`config.mk`:
```
export PLATFORM = sky130hd
export DESIGN_NAME = emsm_serial_mux
export DESIGN_NICKNAME = d
export VERILOG_FILES = /design/src/common/emsm_pkg.sv /design/src/rtl/emsm_serial_mux.sv
export SDC_FILE = /design/constraint.sdc
export NUM_CORES = 1
export LEC_CHECK = 0
export BUFFER_PORTS_ARGS = -buffer_cell sky130_fd_sc_hd__buf_2
export CORE_MARGIN = 4
export CORE_UTILIZATION = 55
export DETAILED_ROUTE_END_ITERATION = 8
export GPL_ROUTABILITY_DRIVEN = 0
export HOLD_SLACK_MARGIN = 0.06
export PLACE_DENSITY_LB_ADDON = 0.25
export SYNTH_ARGS = -nofsm -noshare
export SYNTH_HDL_FRONTEND = slang
export SYNTH_SLANG_ARGS = --single-unit
```
`constraint.sdc`:
```
create_clock -name core_clk -period 2.65 [get_ports core_clk]
set_input_delay 0.265 -clock core_clk [delete_from_list [all_inputs] [get_ports core_clk]]
set_output_delay 0.265 -clock core_clk [all_outputs]
set_load 0.005 [all_outputs]
```
`src/common/emsm_pkg.sv`:
```
// Constants and types for the emergency serial port connector multiplexer.
// Assumes a 125 MHz core clock and an 8-bit register port with 3 address bits.
// Function
// Four settings: disabled, pre-boot only, always active, plus password security.
// Disabled: connector stays on the standard serial controller, never the controller.
// Pre-boot: connector on management controller during self test and standby; code takes self test only from the power-on edge, sys_post_active unused.
// Host command before OS handover switches the connector to the standard controller.
// Host commands at any time switch the connector back to the emergency port.
// Always active: connector permanently on management controller port at 19200 baud.
// With password set, power, reset and NMI services blocked until password received.
// Host downloads password and mode over the ISA-side interface on setup save.
// Received ESC 'O' '9' routes connector to controller, standard data ignored.
// Escape honoured only with redirection on second port and mode always/pre-boot.
// Watchdog timeout during failed self test switches connector to the emergency port.
// Shared with redirection: 19200 baud, no parity, 8 data bits, 1 stop bit.
// Management controller drives attached modem using host-supplied modem settings.
// With CTS/RTS plus carrier detect, video updates withheld without carrier.
// Esc-CDZ0 disables redirection releasing port; Esc-CDZ1 restarts it, reclaiming it.
// Host reaches the controller command interface at ISA I/O 0CA0 through 0CA3.
// Escape detector restarts on out-of-order character, acts only on full sequence.
package emsm_pkg;
  localparam int CLK_HZ = 125_000_000;
  localparam int BAUD = 19200;
  localparam int BIT_CYC = CLK_HZ / BAUD;
  localparam int ADDR_W = 3;
  localparam int DATA_W = 8;
  localparam int PW_LEN = 4;
  localparam logic [2:0] OFF_CTRL = 3'h0;
  localparam logic [2:0] OFF_CMD = 3'h1;
  localparam logic [2:0] OFF_MODEM = 3'h2;
  localparam logic [2:0] OFF_STAT = 3'h3;
  localparam logic [2:0] OFF_PW = 3'h4;
  localparam int F_MODE = 0;
  localparam int F_PW_EN = 2;
  localparam int F_REDIR = 3;
  localparam int F_HS_CD = 4;
  localparam int F_DTR = 0;
  localparam int F_RTS = 1;
  localparam int F_ROUTE = 0;
  localparam int F_UNLOCK = 1;
  localparam int F_RACT = 2;
  localparam int F_DCD = 3;
  localparam logic [7:0] RST_CTRL = 8'h00;
  localparam logic [7:0] RST_MODEM = 8'h00;
  localparam logic [7:0] RST_PW = 8'h00;
  localparam logic RST_RACT = 1'b1;
  localparam logic [7:0] CMD_TO_STD = 8'h01;
  localparam logic [7:0] CMD_TO_EMP = 8'h02;
  localparam logic [7:0] CH_ESC = 8'h1B;
  localparam logic [7:0] CH_O = 8'h4F;
  localparam logic [7:0] CH_9 = 8'h39;
  localparam logic [7:0] CH_C = 8'h43;
  localparam logic [7:0] CH_D = 8'h44;
  localparam logic [7:0] CH_Z = 8'h5A;
  localparam logic [7:0] CH_0 = 8'h30;
  localparam logic [7:0] CH_1 = 8'h31;
  typedef enum logic [1:0] {
    EMSM_DIS = 2'h0, EMSM_PRE = 2'h1, EMSM_ALW = 2'h2, EMSM_RSV = 2'h3
  } emsm_mode_t;
  typedef enum logic [1:0] {
    RX_IDLE = 2'h0, RX_START = 2'h1, RX_DATA = 2'h3, RX_STOP = 2'h2
  } emsm_rx_t;
endpackage

```
`src/rtl/emsm_serial_mux.sv`:
```
// Connector multiplexer between the standard serial controller and the
// management controller's emergency port, with escape and password logic.
// Assumes power, self-test, watchdog and controller signals are on core_clk.
`timescale 1ns/1ns
module emsm_serial_mux import emsm_pkg::*; #(
  parameter int BIT_CYCLES = BIT_CYC
) (
  input wire logic core_clk,
  input wire logic rst,
  input wire logic [ADDR_W-1:0] reg_addr,
  input wire logic [DATA_W-1:0] reg_wdata,
  input wire logic reg_wr,
  input wire logic reg_rd,
  output logic [DATA_W-1:0] reg_rdata,
  input wire logic sys_power_on,
  input wire logic sys_post_active,
  input wire logic wdt_expire,
  input wire logic conn_rxd,
  output logic conn_txd,
  input wire logic conn_dcd_n,
  input wire logic conn_cts_n,
  output logic conn_dtr_n,
  output logic conn_rts_n,
  input wire logic std_txd,
  input wire logic std_dtr_n,
  input wire logic std_rts_n,
  output logic std_rxd,
  input wire logic mc_txd,
  output logic mc_rxd,
  input wire logic [2:0] svc_req,
  output logic [2:0] svc_grant,
  output logic video_hold
);
  localparam int CW = $clog2(BIT_CYCLES + 1);
  localparam int NS = 6;

  // Pin synchronisers; stage one feeds only stage two
  logic [NS-1:0] sync1_q, sync2_q;
  always_ff @(posedge core_clk) begin
    sync1_q <= {conn_rxd, conn_dcd_n, conn_cts_n, std_txd, std_dtr_n, std_rts_n};
    sync2_q <= sync1_q;
  end
  logic rxd_s, dcd_n_s, cts_n_s, std_txd_s, std_dtr_n_s, std_rts_n_s;
  assign {rxd_s, dcd_n_s, cts_n_s, std_txd_s, std_dtr_n_s, std_rts_n_s} = sync2_q;

  // Register file
  logic [7:0] ctrl_q, ctrl_d, modem_q, modem_d, rdata_q, rdata_d;
  logic [7:0] pw_q [PW_LEN];
  logic [7:0] pw_d [PW_LEN];
  logic pw_wr, cmd_std, cmd_emp;
  emsm_mode_t mode;
  logic pw_en, redir_cfg, hs_cd;
  logic route_q, route_d, unlock_q, unlock_d, ract_q, ract_d, pwr_q;

  assign mode = emsm_mode_t'(ctrl_q[F_MODE +: 2]);
  assign pw_en = ctrl_q[F_PW_EN];
  assign redir_cfg = ctrl_q[F_REDIR];
  assign hs_cd = ctrl_q[F_HS_CD];
  assign cmd_std = reg_wr && reg_addr == OFF_CMD && reg_wdata == CMD_TO_STD;
  assign cmd_emp = reg_wr && reg_addr == OFF_CMD && reg_wdata == CMD_TO_EMP;
  assign pw_wr = reg_wr && reg_addr[2] == OFF_PW[2];

  always_comb begin
    ctrl_d = ctrl_q;
    modem_d = modem_q;
    pw_d = pw_q;
    rdata_d = 8'h00;
    if (reg_wr && reg_addr == OFF_CTRL) begin
      ctrl_d = reg_wdata;
    end
    if (reg_wr && reg_addr == OFF_MODEM) begin
      modem_d = reg_wdata;
    end
    if (pw_wr) begin
      pw_d[reg_addr[1:0]] = reg_wdata;
    end
    if (reg_rd) begin
      case (reg_addr)
        OFF_CTRL: rdata_d = ctrl_q;
        OFF_MODEM: rdata_d = modem_q;
        OFF_STAT: rdata_d = {4'h0, ~dcd_n_s, ract_q, unlock_q, route_q};
        default: rdata_d = 8'h00;
      endcase
    end
  end

  always_ff @(posedge core_clk) begin
    if (rst) begin
      ctrl_q <= RST_CTRL;
      modem_q <= RST_MODEM;
      rdata_q <= 8'h00;
      for (int i = 0; i < PW_LEN; i++) begin
        pw_q[i] <= RST_PW;
      end
    end else begin
      ctrl_q <= ctrl_d;
      modem_q <= modem_d;
      rdata_q <= rdata_d;
      pw_q <= pw_d;
    end
  end
  assign reg_rdata = rdata_q;

  // Receiver for the connector line, fixed 19200 N,8,1
  emsm_rx_t rx_st_q, rx_st_d;
  logic [CW-1:0] rx_cnt_q, rx_cnt_d;
  logic [2:0] rx_bit_q, rx_bit_d;
  logic [7:0] rx_sh_q, rx_sh_d;
  logic rx_vld_q, rx_vld_d;

  always_comb begin
    rx_st_d = rx_st_q;
    rx_cnt_d = rx_cnt_q;
    rx_bit_d = rx_bit_q;
    rx_sh_d = rx_sh_q;
    rx_vld_d = 1'b0;
    if (rx_cnt_q != '0) begin
      rx_cnt_d = rx_cnt_q - 1'b1;
    end
    case (rx_st_q)
      RX_IDLE: begin
        if (!rxd_s) begin
          rx_st_d = RX_START;
          rx_cnt_d = CW'(BIT_CYCLES / 2);
        end
      end
      RX_START: begin
        if (rx_cnt_q == '0) begin
          rx_st_d = rxd_s ? RX_IDLE : RX_DATA;
          rx_cnt_d = CW'(BIT_CYCLES - 1);
          rx_bit_d = 3'h0;
        end
      end
      RX_DATA: begin
        if (rx_cnt_q == '0) begin
          rx_sh_d = {rxd_s, rx_sh_q[7:1]};
          rx_cnt_d = CW'(BIT_CYCLES - 1);
          rx_bit_d = rx_bit_q + 3'h1;
          if (rx_bit_q == 3'h7) begin
            rx_st_d = RX_STOP;
          end
        end
      end
      RX_STOP: begin
        if (rx_cnt_q == '0) begin
          // Framing error drops the character
          rx_vld_d = rxd_s;
          rx_st_d = RX_IDLE;
        end
      end
      default: rx_st_d = RX_IDLE;
    endcase
  end

  always_ff @(posedge core_clk) begin
    if (rst) begin
      rx_st_q <= RX_IDLE;
      rx_cnt_q <= '0;
      rx_bit_q <= 3'h0;
      rx_sh_q <= 8'h00;
      rx_vld_q <= 1'b0;
    end else begin
      rx_st_q <= rx_st_d;
      rx_cnt_q <= rx_cnt_d;
      rx_bit_q <= rx_bit_d;
      rx_sh_q <= rx_sh_d;
      rx_vld_q <= rx_vld_d;
    end
  end

  // Sequence matchers; a breaking character may itself start a new match
  function automatic logic [2:0] step(input logic [2:0] idx, input logic [7:0] ch,
                                      input logic [7:0] want, input logic [7:0] first);
    if (ch == want) begin
      return idx + 3'h1;
    end
    return (ch == first) ? 3'h1 : 3'h0;
  endfunction

  logic [2:0] esc_idx_q, esc_idx_d, cdz_idx_q, cdz_idx_d, pw_idx_q, pw_idx_d;
  logic [7:0] esc_want, cdz_want;
  logic esc_hit, cdz0_hit, cdz1_hit, pw_hit, esc_ok;

  always_comb begin
    case (esc_idx_q)
      3'h0: esc_want = CH_ESC;
      3'h1: esc_want = CH_O;
      default: esc_want = CH_9;
    endcase
    case (cdz_idx_q)
      3'h0: cdz_want = CH_ESC;
      3'h1: cdz_want = CH_C;
      3'h2: cdz_want = CH_D;
      default: cdz_want = CH_Z;
    endcase
  end

  // Escape only counts while redirection owns the second port
  assign esc_ok = redir_cfg && ract_q && (mode == EMSM_PRE || mode == EMSM_ALW);
  assign esc_hit = rx_vld_q && esc_idx_q == 3'h2 && rx_sh_q == CH_9 && esc_ok;
  assign cdz0_hit = rx_vld_q && cdz_idx_q == 3'h4 && rx_sh_q == CH_0;
  assign cdz1_hit = rx_vld_q && cdz_idx_q == 3'h4 && rx_sh_q == CH_1;
  assign pw_hit = rx_vld_q && route_q && pw_idx_q == 3'(PW_LEN - 1)
                  && rx_sh_q == pw_q[PW_LEN-1];

  always_comb begin
    esc_idx_d = esc_idx_q;
    cdz_idx_d = cdz_idx_q;
    pw_idx_d = pw_idx_q;
    if (rx_vld_q) begin
      esc_idx_d = step(esc_idx_q, rx_sh_q, esc_want, CH_ESC);
      if (esc_idx_d == 3'h3) begin
        esc_idx_d = 3'h0;
      end
      if (cdz_idx_q == 3'h4) begin
        cdz_idx_d = (rx_sh_q == CH_ESC) ? 3'h1 : 3'h0;
      end else begin
        cdz_idx_d = step(cdz_idx_q, rx_sh_q, cdz_want, CH_ESC);
      end
      if (route_q) begin
        pw_idx_d = step(pw_idx_q, rx_sh_q, pw_q[pw_idx_q[1:0]], pw_q[0]);
        if (pw_idx_d == 3'(PW_LEN)) begin
          pw_idx_d = 3'h0;
        end
      end
    end
    if (pw_wr) begin
      pw_idx_d = 3'h0;
    end
  end

  // Routing state; any switch-to-emergency event wins over a switch back
  always_comb begin
    route_d = route_q;
    case (mode)
      EMSM_PRE: begin
        if (!sys_power_on || cmd_emp || esc_hit || wdt_expire) begin
          route_d = 1'b1;
        end else if (sys_power_on && !pwr_q) begin
          route_d = 1'b1;
        end else if (cmd_std) begin
          route_d = 1'b0;
        end
      end
      EMSM_ALW: route_d = 1'b1;
      default: route_d = 1'b0;
    endcase
    unlock_d = unlock_q;
    if (pw_wr) begin
      unlock_d = 1'b0;
    end
    if (pw_hit) begin
      unlock_d = 1'b1;
    end
    ract_d = ract_q;
    if (cdz0_hit) begin
      ract_d = 1'b0;
    end else if (cdz1_hit) begin
      ract_d = 1'b1;
    end
  end

  always_ff @(posedge core_clk) begin
    if (rst) begin
      esc_idx_q <= 3'h0;
      cdz_idx_q <= 3'h0;
      pw_idx_q <= 3'h0;
      route_q <= 1'b0;
      unlock_q <= 1'b0;
      ract_q <= RST_RACT;
      pwr_q <= 1'b0;
    end else begin
      esc_idx_q <= esc_idx_d;
      cdz_idx_q <= cdz_idx_d;
      pw_idx_q <= pw_idx_d;
      route_q <= route_d;
      unlock_q <= unlock_d;
      ract_q <= ract_d;
      pwr_q <= sys_power_on;
    end
  end

  // Pin drivers, registered; service grants combinational
  logic txd_q, std_rxd_q, mc_rxd_q, dtr_n_q, rts_n_q, vhold_q;
  always_ff @(posedge core_clk) begin
    if (rst) begin
      txd_q <= 1'b1;
      std_rxd_q <= 1'b1;
      mc_rxd_q <= 1'b1;
      dtr_n_q <= 1'b1;
      rts_n_q <= 1'b1;
      vhold_q <= 1'b0;
    end else begin
      txd_q <= route_q ? mc_txd : std_txd_s;
      std_rxd_q <= route_q ? 1'b1 : rxd_s;
      mc_rxd_q <= route_q ? rxd_s : 1'b1;
      dtr_n_q <= route_q ? ~modem_q[F_DTR] : std_dtr_n_s;
      rts_n_q <= route_q ? ~modem_q[F_RTS] : std_rts_n_s;
      vhold_q <= hs_cd && (dcd_n_s || cts_n_s);
    end
  end
  assign conn_txd = txd_q;
  assign std_rxd = std_rxd_q;
  assign mc_rxd = mc_rxd_q;
  assign conn_dtr_n = dtr_n_q;
  assign conn_rts_n = rts_n_q;
  assign video_hold = vhold_q;
  assign svc_grant = svc_req & {3{!pw_en || unlock_q}};
endmodule // emsm_serial_mux

```
* Word-level counts from Yosys, hierarchy flattened
Index checks and enable logic that the tools add are counted.
** Cells by class
- $add $sub $neg :: 5
- Magnitude comparators :: 3
- Equal/unequal tests :: 34
- Mux-type cells :: 56
- Bitwise operators :: 10
- Reductions and logical operators :: 48
** Operators by type and width (number)
- two-way mux 3 bit :: 14
- == test 8 bit :: 5
- two-way mux 13 bit :: 3
- bitwise mux 32 bit :: 1
- one-hot mux 13 bit (2 select lines) :: 1
- == test 8 x 6 -> 1 bit (second input constant) :: 3
- two-way mux 8 bit :: 3
- one-hot mux 8 bit (3 select lines) :: 1
- one-hot mux 7 bit (3 select lines) :: 1
- logical AND 1 bit :: 20
- two-way mux 1 bit :: 20
- == test 3 x 2 -> 1 bit (second input constant) :: 6
- binary-select mux 8 bit (select 2 bit) :: 1
- demux 8 bit (select 2 bit) :: 1
- one-hot mux 7 bit (2 select lines) :: 1
- logical NOT 13 bit :: 1
- nonzero test 13 bit :: 1
- subtractor 13 x 1 -> 13 bit (second input constant) :: 1
- adder 3 x 1 -> 3 bit (second input constant) :: 4
- two-way mux 2 bit :: 6
- != test 2 bit (second input constant) :: 5
- OR reduction 2 bit :: 5
- == test 3 x 1 -> 1 bit (second input constant) :: 3
- == test 3 bit (second input constant) :: 3
- 23 further kinds :: 46
** Storage, ports and cells
- Register bits after elaboration :: 114
- Input port bits :: 28
- Output and inout bits :: 17
- Word-level logic and storage cells :: 183

* Longest topological paths before layout
Gate-level depths: netlist of the first run.
- Depth after elaboration :: 13
- Depth in mapped cells :: 9
- Mapped depth without buffers :: 8

* Worst setup path before layout of the first run
Ideal clock, no wire load.
- Path type :: register to register
- Start point :: register pw_idx_q[0]
- End point :: register pw_idx_q[2]
- Arrival :: 1.967 ns
- Required time :: 2.580 ns
- Slack :: 0.614 ns
- Cell stages (with the launch flop) :: 7
- Path through :: dfxtp_1 -> buf_6 -> mux4_1 -> xnor2_1 -> nand4_1 -> or4b_1 -> a21oi_1
** Between the ends
- Longest elaborated chain between the ends :: 13
** Ends and longest elaborated chain
- start, declared :: RTL line emsm_serial_mux.sv:180 : logic [2:0] esc_idx_q, esc_idx_d, cdz_idx_q, cdz_idx_d, pw_idx_q, pw_idx_d;
- start signal, assigned :: RTL line emsm_serial_mux.sv:275 : pw_idx_q <= pw_idx_d;
- inverter 2 -> 3 bit (implied by the code) :: RTL line emsm_serial_mux.sv:221 : pw_idx_d = step(pw_idx_q, rx_sh_q, pw_q[pw_idx_q[1:0]], pw_q[0]);
- binary-select mux 8 bit (select 2 bit) :: RTL line emsm_serial_mux.sv:221
- two-way mux 8 bit (implied by the code) (2 in series) :: RTL line emsm_serial_mux.sv:221
- == test 8 bit :: RTL line emsm_serial_mux.sv:174 : if (ch == want) begin
- two-way mux 1 bit :: RTL line emsm_serial_mux.sv:174
- two-way mux 1 bit :: RTL line emsm_serial_mux.sv:220 : if (route_q) begin
- two-way mux 1 bit :: RTL line emsm_serial_mux.sv:210 : if (rx_vld_q) begin
- two-way mux 3 bit (*) :: RTL line emsm_serial_mux.sv:177 : return (ch == first) ? 3'h1 : 3'h0;
- two-way mux 3 bit (*) :: RTL line emsm_serial_mux.sv:220
- two-way mux 3 bit (*) :: RTL line emsm_serial_mux.sv:210
- == test 3 bit :: RTL line emsm_serial_mux.sv:222 : if (pw_idx_d == 3'(PW_LEN)) begin
- two-way mux 3 bit (*) :: RTL line emsm_serial_mux.sv:222
Mark *: on every way between the ends. The rest lies on a longest branch, timed or not. The select of a mux whose other input is x is not followed.
A chain may end at the register's enable or synchronous reset.

* Worst setup path after layout of the first run
Same ends and word-level chain as after synthesis.

==> results of run 1 <==
-- cells by family (layout without fill, tap and decap cells) --
kind of cell    Yosys count  count (layout)  share of synthesized area [%]
buf+inv                  52             112                           3.98
mux                      28              28                           7.90
compound gates          116             116                           13.1
simple gates            251             251                           22.1
flops                   114             114                           43.4
fa+ha+maj                16              16                           3.81
xor+xnor                 34              34                           5.67
-- routing by layer --
metal	GRT usage, %	share of wire, %	vias up
met5	0	0	-
met4	8.97	2.2	0
met3	5.94	3.9	26
met2	38.0	50	103
met1	27.8	44	2108
li1	-	-	2218
-- cell usage in the layout, fill, tap and decap left out, types with 3 or more instances in the layout --
cell type / Yosys / final
a211oi_1: 9 / 9
o21ai_0: 12 / 12
nand2b_1: 12 / 12
dfxtp_1: 114 / 114
xnor2_1: 20 / 20
mux4_1: 8 / 8
a21oi_1: 68 / 68
nand3_1: 13 / 13
inv_1: 18 / 18
clkbuf_16: 0 / 16
nor3b_1: 4 / 4
ha_1: 16 / 16
nor2_1: 44 / 44
a31oi_1: 4 / 4
nand4_1: 7 / 7
dlygate4sd3_1: 0 / 14
mux2_2: 4 / 4
or3_1: 4 / 4
nand2_1: 123 / 123
xor2_1: 14 / 14
nor2b_1: 5 / 5
nor3_1: 9 / 9
clkbuf_8: 0 / 5
mux2i_1: 16 / 16
buf_2: 5 / 43
and2_1: 7 / 7
buf_4: 0 / 8
clkbuf_1: 28 / 3
nor4_1: 6 / 6
a22oi_1: 3 / 3
-- layout make-up --
cell class / count / area (µm²)
sequential: 114 / 2280
timing repair buffer: 65 / 415
inverter: 18 / 67.6
fill: 764 / 3030
tap: 129 / 161
multi-input combinational: 445 / 2770
clock inverter: 5 / 77.6
clock buffer: 24 / 480
-- worst min-delay path by stage --
stage | to | cells past startpoint
detailed placement | sync2_q[3]$_DFF_P_ | 0
CTS | pw_q[16]$_SDFFE_PP0P_ | 3
floorplan | sync1_q[0]$_DFF_P_ | 0
finish | pw_q[12]$_SDFFE_PP0P_ | 3
global placement | sync2_q[2]$_DFF_P_ | 0
global route | pw_q[28]$_SDFFE_PP0P_ | 3
-- report_power, final --
part	switching, mW	internal (mW)
Clock	0.741	1.42
Combinational	0.195	0.142
Sequential	0.0479	1.78
Total	0.984	3.34
-- tightest hold or removal path: stages --
cell     delay (ns)
buf_2          0.16
nand2_1        0.07
a21oi_1        0.05
-- sequential cells by signal, summed over array words and instances (netlist names), 6 cells and up --
name,count
rx_sh_q,8
reg_rdata,8
rx_cnt_q,13
sync1_q,6
pw_q,32
modem_q,8
ctrl_q,8
sync2_q,6
==> impl_results.md, run 1 <==
* Outcome: finished clean
* Sequential fraction of the synthesis area at a little over two fifths
* Synth area leader: dfxtp_1
* Post-cts sizing count at 0
* Finished Layout Cells at 800
* Post-layout util at roughly two thirds
* Worst Setup SP: pw_idx_q[0]$_SDFFE_PP0P_
* WS Path Type: reg -> reg
* LEAKAGE at between 2 and 2.5 nW
* Hold Crit Class: in -> reg
* R2R Setup Slk at between 0.2 and 0.3 ns
* Critical path data arrival time at ~2.8 ns
* Power Total at roughly 4.3 mW
* Core box area at around 9300 µm²
* Top cells by count, synth: 123 x nand2_1, 114 x dfxtp_1, 68 x a21oi_1
* Worst path max stage delay at between 0.6 and 0.7 ns
* Crit-path leading delay family: simple AND/OR/NAND/NOR gates
* Vias in the first global route at 4,265
* Slew Limit Fails at 0
* Largest net degree at the start of global routing at 43
* TritonCTS Buffers at 17
* Setup WS post-layout at 0.267 ns
* Die height at approximately 110 µm
* Mapped Cells at slightly above 600
* Final setup fails at 0
* Htree depth at 4
* Root buffer cell: clkbuf_8
* Die area at approximately 11,000 µm²
* First-pass GRT wire length at 20,300 µm
* Worst Hold Slack at 0.0827 ns
* Syn-to-layout area delta at 18.9%
* Clock Sinks at roughly 110
* Post-DP Area at between 5000 and 6000 µm²
* Antenna violations before repair at 0
* Crit path depth at 5
* Hpwl dp at ~8500 µm
* Vias per std cell at 5.57
* Starting density of the core at a little under three fifths
* Clock buffer depth at 2
* Post-route ant nets at 0
* # DRC at 0
* Synthesized area at 5260 µm²
* Startpoint Class: flop
* Drt wl/cell at between 15 and 20 µm
* Avg Cell Area, Syn at approximately 8.6 µm²
* Placed cell count at 757
* WP data required at slightly above 3 ns
* Worst reg2reg path endpoint: pw_idx_q[2]$_SDFFE_PP0P_
* Worst slew pin tran at between 0.9 and 1 ns
* Initial drt markers at a little under 200
* Share of layout cells above drive strength 1 at between 10% and 20%
* # rows at 35
* Crit end category: flop
* Top cells by area, synth: dfxtp_1 43%, nand2_1 8.8%, a21oi_1 6.5%
* Yosys cell types at 55
* Synth Flop Type: dfxtp_1
* Global-route usage over all layers at between 20% and 30%
* RSZ-0062 raised after global routing: false
* Setup TNS at 0 ns
* Most common cell in the netlist: nand2_1
* Final Hold Fails at 0
* Post-CTS Setup Inserts at 0
* Syn_nets at 655
* Nets at 705
* Yosys warning total at 0
* Gr ovfl total at 0
* Synth Register Bits at 114
* MaxCap Viol Count at 0
* Clk_lat worst skew at 0.52 ns
* Worst path cell trace: mux4_1 -> xnor2_1 -> nand4_1 -> or4b_1 -> a21oi_1
* Final Skew at 0.00668 ns
* Top Ports at 45
* Worst r2r src: pw_idx_q[0]$_SDFFE_PP0P_
* Die X-Extent at about 110 µm
* EDFF count, synth at 0
* Buf/Inv on CP at 0
* Routed vias at 4,455
* Worst Setup EP: pw_idx_q[2]$_SDFFE_PP0P_
* IO buf count at between 40 and 50
* Max Clock Freq at between 0.4 and 0.5 GHz
* Slew headroom at between 30% and 40%
* CTS Hold Bufs at 14
* Yosys top cell area share at roughly 43%
* Final Instance Area at approximately 6200 µm²
* Final wirelength at ~12,000 µm
* Worst-path clk slew at roughly 0.050 ns
* IR Drop Worst-Case VDD at 0.622 mV
* Worst Reg-to-Reg Cells at 5
* CP Max Fanout at 12
* Worst min-delay path startpoint: reg_wdata[4]
* Worst path slowest cell: dfxtp_1
* Crit path time final at between 2 and 2.5 ns
* Placement Setup Slack at 0.295 ns
* Pwr dens at between 600 and 700 nW/µm²
* N_diodes at 0
* Ys async rst share at 0%
* CTS tree: yes
* First-pass iteration count of the detailed router at 5
* Fin crit share at between 80 and 90%
No activity file was read; power rests on OpenSTA's default activity.
==> inputs of run 2 (changes only) <==
--- a/config.mk
+++ b/config.mk
@@ -6,8 +6,11 @@
 export NUM_CORES = 1
 export LEC_CHECK = 0
 export BUFFER_PORTS_ARGS = -buffer_cell sky130_fd_sc_hd__buf_2
+export CELL_PAD_IN_SITES_DETAIL_PLACEMENT = 1
+export CELL_PAD_IN_SITES_GLOBAL_PLACEMENT = 1
+export CORE_ASPECT_RATIO = 1.2
 export CORE_MARGIN = 4
-export CORE_UTILIZATION = 55
+export CORE_UTILIZATION = 45
 export DETAILED_ROUTE_END_ITERATION = 8
 export GPL_ROUTABILITY_DRIVEN = 0
 export HOLD_SLACK_MARGIN = 0.06
==> run 2 against run 1 <==
  * Routed wire length up 26%
  * First-iteration DRC count fell by 10%
  * Die area up 21%
  * Non-clock buffer count is 7 lower
  * Worst hold slack worse by 0.0031 ns
  * Via count grew 2.5%
  * Combinational power grew 4%
  * Sequential share of layout area rose by 0.11 points
  * Total power increased by 2.1%
  * Critical path type unchanged
  * Largest power group unchanged
==> impl_results.md, run 2 (synthesis gave the netlist of run 1 again) <==
* Initial drt markers at between 150 and 200
* Clock Sinks at between 100 and 150
* Drt wl/cell at roughly 19 µm
* Commonest non-fill, non-tap cell in the layout: nand2_1
* Final setup fails at 0
* CTS tree: yes
* Met3 GRT Util at ~4.2%
* Met2 global-route usage at a little over two fifths
* First-pass iteration count of the detailed router at 5
* Starting density of the core at 46.7%
* Final Skew at around 0.0065 ns
* Die area at approximately 13,000 µm²
* WP data required at just under 3 ns
* Global-route usage over all layers at 23.6%
* Routed vias at 4,568
* Antenna violations before repair at 0
* # DRC at 0
* Share of layout cells above drive strength 1 at between 10% and 20%
* Final wirelength at around 15,000 µm
* Die X-Extent at roughly 110 µm
* Hold Crit Class: in -> reg
* Slew Limit Fails at 0
* TritonCTS Buffers at 17
* Placed cell count at ~800
* Crit path time final at around 2.5 ns
* Nets at 698
* Syn-to-layout area delta at 18.5%
* Startpoint Class: flop
* Worst slew pin tran at 0.688 ns
* Setup TNS at 0 ns
* Top Usage Layer GRT: met2
* Hpwl dp at a little over 10,000 µm
* Die height at around 130 µm
* Largest regs: pw_q x32, rx_cnt_q x13
* Slew headroom at 53.6%
* Max Clock Freq at 0.399 GHz
* IR Drop Worst-Case VDD at 0.391 mV
* Worst-path clk slew at approximately 0.06 ns
* Largest reg by FF count: pw_q
* MaxCap Viol Count at 0
* Vias in the first global route at about 5,000
* Worst path max stage delay at 0.67 ns
* Htree depth at 4
* Fin crit share at a little over nine tenths
* Gr ovfl total at 0
* # rows at 42
* Worst path cell trace: mux4_1 -> xnor2_1 -> nand4_1 -> or4_1 -> a31oi_1
* Outcome: finished clean
* Root buffer cell: clkbuf_16
* WS Path Type: reg -> reg
* Largest net degree at the start of global routing at 52
* LEAKAGE at 2.39 nW
* Post-CTS Setup Inserts at 0
* Post-route ant nets at 0
* Vias per std cell at 5.56
* CP Max Fanout at 12
* RSZ-0062 raised after global routing: false
* Crit end category: flop
* N_diodes at 0
* Most frequent cells in the layout: 123 x nand2_1, 114 x dfxtp_1, 68 x a21oi_1, 44 x nor2_1, 43 x buf_2
* Clock buffer depth at 2
* Finished Layout Cells at just over 800
* Final Hold Fails at 0
* Critical path data arrival time at around 2.8 ns
* Max reg flops at 32
* First-pass GRT wire length at roughly 25,000 µm
* Power Total at roughly 4.4 mW
* Clk_lat worst skew at 0.42 ns
* IO buf count at between 40 and 50
* M1 GR Usage at a little over a quarter
* Pwr dens at ~710 nW/µm²
* Core box area at about 11,000 µm²
* Worst path slowest cell: dfxtp_1
* Top Ports at 45
## run 2: cell types whose count changed in the layout (fill, tap and decap cells not counted), sizes merged
cell and change:
clkinv +3, dlygate4sd3 -7, clkbuf -7, bufinv -1
clkinvlp +2, inv +6
## run 2: final cells by class
| type | instances | area, µm² |
|---|---|---|
| timing repair buffer | 58 | 345 |
| clock inverter | 15 | 153 |
| clock buffer | 17 | 425 |
| fill | 1350 | 5010 |
| sequential | 114 | 2280 |
| inverter | 18 | 67.6 |
| multi-input combinational | 445 | 2770 |
| tap | 154 | 193 |
## run 2: what timing repair did
action | CTS | global route
hold endpoints to repair | 7 | 0
hold buffers | 7 | 0
resized for setup | 0 | 0
## run 2: final timing paths
| path | from | to | slack (ns) | cells after the start |
|---|---|---|---|---|
| max | pw_idx_q[0]$_SDFFE_PP0P_ | pw_idx_q[0]$_SDFFE_PP0P_ | 0.15 | 5 |
| min | sys_power_on | pwr_q$_SDFF_PP0_ | 0.08 | 2 |
| max reg2reg | pw_idx_q[0]$_SDFFE_PP0P_ | pw_idx_q[0]$_SDFFE_PP0P_ | 0.15 | 5 |
| min reg2reg | sync1_q[5]$_DFF_P_ | sync2_q[5]$_DFF_P_ | 0.33 | 0 |
## run 2: critical path, delay by kind of cell, from the launching register on
kind	cells	cell delay, ns
flip-flops	1	0.67
AND/OR/NAND/NOR	2	0.70
XOR/XNOR	1	0.20
multiplexers	1	0.65
AO/OA/AOI/OAI	1	0.20
## run 2: metal layers
| layer | vias to the layer above | part of all wire (%) |
|---|---|---|
| met2 | 84 | 54 |
| li1 | 2200 | - |
| met4 | 0 | 2.3 |
| met3 | 24 | 2.7 |
| met5 | - | 0 |
| met1 | 2260 | 41 |
## run 2: metrics by stage
step	hold WS [ns]	setup slack [ns]	area [µm²]	utilization, %
after floorplan	0.293	0.614	5260	-
after global placement	0.311	0.318	5580	49.6
after detailed placement	0.314	0.241	5580	49.6
after CTS	0.0750	0.130	6230	55.4
after global routing	0.0947	0.0673	6230	55.4
final	0.0797	0.146	6230	55.4
## run 2: power breakdown
| group | leakage [nW] | internal, mW | switching, mW |
|---|---|---|---|
| clock network | 0.276 | 1.32 | 0.914 |
| logic | 1.18 | 0.137 | 0.214 |
| registers | 0.929 | 1.78 | 0.0520 |
| total | 2.39 | 3.23 | 1.18 |
==> inputs of run 3 (changes only) <==
--- a/config.mk
+++ b/config.mk
@@ -6,15 +6,16 @@
 export NUM_CORES = 1
 export LEC_CHECK = 0
 export BUFFER_PORTS_ARGS = -buffer_cell sky130_fd_sc_hd__buf_2
-export CELL_PAD_IN_SITES_DETAIL_PLACEMENT = 1
-export CELL_PAD_IN_SITES_GLOBAL_PLACEMENT = 1
+export CELL_PAD_IN_SITES_DETAIL_PLACEMENT = 0
+export CELL_PAD_IN_SITES_GLOBAL_PLACEMENT = 2
 export CORE_ASPECT_RATIO = 1.2
 export CORE_MARGIN = 4
-export CORE_UTILIZATION = 45
+export CORE_UTILIZATION = 36
 export DETAILED_ROUTE_END_ITERATION = 8
 export GPL_ROUTABILITY_DRIVEN = 0
 export HOLD_SLACK_MARGIN = 0.06
 export PLACE_DENSITY_LB_ADDON = 0.25
+export RECOVER_POWER = 25
 export SYNTH_ARGS = -nofsm -noshare
 export SYNTH_HDL_FRONTEND = slang
 export SYNTH_SLANG_ARGS = --single-unit
==> run 3 against run 2 <==
  * Worst hold slack better by 0.011 ns
  * Total power up 0.45%
  * Combinational power down 3%
  * Critical path depth unchanged
  * Routed wire length down 12%
  * Setup slack better by 0.080 ns
  * Via count down 5.8%
  * Clock skew about the same
  * Cell count up 2.8%
  * Die area up 23%
  * Non-clock buffer count up 2
  * Critical path type unchanged
  * Highest routed layer unchanged
==> impl_results.md, run 3 (synthesis gave the netlist of run 1 again) <==
* Outcome: finished clean
* Final setup fails at 0
* Slew headroom at between 10% and 20%
* Gr ovfl total at 0
* First-pass GRT wire length at approximately 22,000 µm
* Comb pwr share at 7.7%
* Worst slew pin tran at 1.29 ns
* Cell Int Power at roughly 3.3 mW
* Buf/Inv on CP at 0
* Final wirelength at ~13,000 µm
* Setup TNS at 0 ns
* Die area at around 17,000 µm²
* Sw frac at 24.8%
* Syn-to-layout area delta at 19.5%
* Worst r2r src: pw_idx_q[0]$_SDFFE_PP0P_
* Commonest non-fill, non-tap cell in the layout: nand2_1
* CP Max Fanout at 12
* Worst min-delay path startpoint: sys_power_on
* Root buffer cell: clkbuf_16
* LEAKAGE at ~2.4 nW
* Final Skew at around 0.0063 ns
* Power share of the sequential group at between 40% and 50%
* Clock buffer depth at 2
* Worst Setup EP: pw_idx_q[2]$_SDFFE_PP0P_
* Worst path cell trace: mux4_1 -> xnor2_1 -> nand4_1 -> or4b_1 -> a21oi_1
* Max reg flops at 32
* Post-CTS Setup Inserts at 0
* Hold path depth at 2
* Die height at between 100 and 150 µm
* IO buf count at 43
* TritonCTS Buffers at 17
* Crit path depth at 5
* Most frequent cells in the layout: 123 x nand2_1, 114 x dfxtp_1, 68 x a21oi_1, 44 x nor2_1, 41 x buf_2
* CTS tree: yes
* IR Drop Worst-Case VDD at approximately 0.44 mV
* Worst path slowest cell: dfxtp_1
* Vias per std cell at 5.10
* WS Path Type: reg -> reg
* Final Hold Fails at 0
* Worst-path clk slew at approximately 0.06 ns
* Htree depth at 4
* # DRC at 0
* Critical path data arrival time at 2.77 ns
* # rows at 48
* Post-route ant nets at 0
* Slew Limit Fails at 0
* Initial drt markers at just over 200
* Top Ports at 45
* Share of layout cells above drive strength 1 at around an eighth
* Routed vias at between 4,000 and 5,000
* Antenna violations before repair at 0
* Largest net degree at the start of global routing at 30
* WP data required at roughly 3 ns
* Die X-Extent at 118 µm
* Starting density of the core at between 30% and 40%
* Vias in the first global route at 4,269
* Worst Reg-to-Reg Cells at 5
* Largest reg by FF count: pw_q
* Worst reg2reg path endpoint: pw_idx_q[2]$_SDFFE_PP0P_
* Worst Setup SP: pw_idx_q[0]$_SDFFE_PP0P_
* Crit end category: flop
* Fin crit share at about 91%
* Nets at 700
* Core box area at between 10,000 and 15,000 µm²
* Clock power frac at about half
* Hpwl dp at around 9600 µm
* Hold Crit Class: in -> reg
* Power Total at between 4 and 5 mW
* First-pass iteration count of the detailed router at 4
* RSZ-0062 raised after global routing: false
* Clk_lat worst skew at 0.41 ns
* MaxCap Viol Count at 0
* Net Switching at approximately 1.1 mW
* Pwr dens at approximately 700 nW/µm²
* Crit path time final at roughly 2.4 ns
* R2R Setup Slk at 0.23 ns
* Clock Sinks at 114
* Worst path max stage delay at about 0.66 ns
* N_diodes at 0
* Crit-path leading delay family: simple AND/OR/NAND/NOR gates
* Startpoint Class: flop
* Drt wl/cell at between 15 and 20 µm
* Largest regs: pw_q x32, rx_cnt_q x13
* Max Clock Freq at around 0.41 GHz
* Global-route usage over all layers at approximately 17%
run 3: changes by cell type in the layout (fill, tap and decap cells not counted), sizes merged:
cell,change
buf,-2
bufinv,+1
clkbuf,+5
clkinv,+2
inv,-4
run 3: worst min-delay path by stage:
stage | to | slack [ns]
finish | pwr_q$_SDFF_PP0_ | 0.09
global route | pwr_q$_SDFF_PP0_ | 0.10
CTS | pwr_q$_SDFF_PP0_ | 0.07
detailed placement | sync2_q[5]$_DFF_P_ | 0.31
global placement | sync2_q[5]$_DFF_P_ | 0.31
floorplan | sync1_q[0]$_DFF_P_ | 0.29
run 3: power by group through the flow:
stage / sequential (mW) / clock, mW / combinational [mW]
after floorplan: 1.85 / 0 / 0.230
after global placement: 1.86 / 0 / 0.329
after detailed placement: 1.86 / 0 / 0.333
after CTS: 1.82 / 2.32 / 0.343
after global routing: 1.83 / 2.40 / 0.386
final: 1.82 / 2.27 / 0.339
run 3: worst reg2reg max path: stages (launching register included):
cell	delay [ns]
dfxtp_1	0.66
mux4_1	0.66
xnor2_1	0.16
nand4_1	0.19
or4b_1	0.54
a21oi_1	0.15
run 3: area by class of cell:
cell class                 instances  area, µm²
tap                              175        219
multi-input combinational        445       2770
sequential                       114       2280
clock inverter                    14        156
timing repair buffer              60        350
clock buffer                      18        439
inverter                          18       67.6
fill                            1442       8070
run 3: per-stage QoR:
stage                     worst slack, ns  area, µm²  cells  util [%]  hold WS (ns)
after floorplan                     0.614       5260    611         -         0.293
after global placement              0.304       5620    805      39.2         0.309
after detailed placement            0.242       5620    805      39.2         0.312
after CTS                           0.227       6290    844      43.8        0.0680
after global routing               0.0872       6280    844      43.8         0.104
final                               0.226       6280    844      43.8        0.0906
run 3: timing repair:
| item | 4_1_cts | 5_1_grt |
|---|---|---|
| resized for setup | 0 | 0 |
| hold buffers | 7 | 0 |
| hold endpoints to repair | 7 | 0 |
run 3: routing by layer:
| layer | routed length, µm | vias to the layer above | part of all wire [%] | track usage (%) |
|---|---|---|---|---|
| met3 | 426 | 16 | 3.2 | 3.72 |
| met1 | 6020 | 2029 | 45 | 20.5 |
| met5 | 0 | - | 0 | 0 |
| met4 | 156 | 0 | 1.2 | 5.80 |
| li1 | - | 2209 | - | - |
| met2 | 6740 | 48 | 51 | 28.5 |
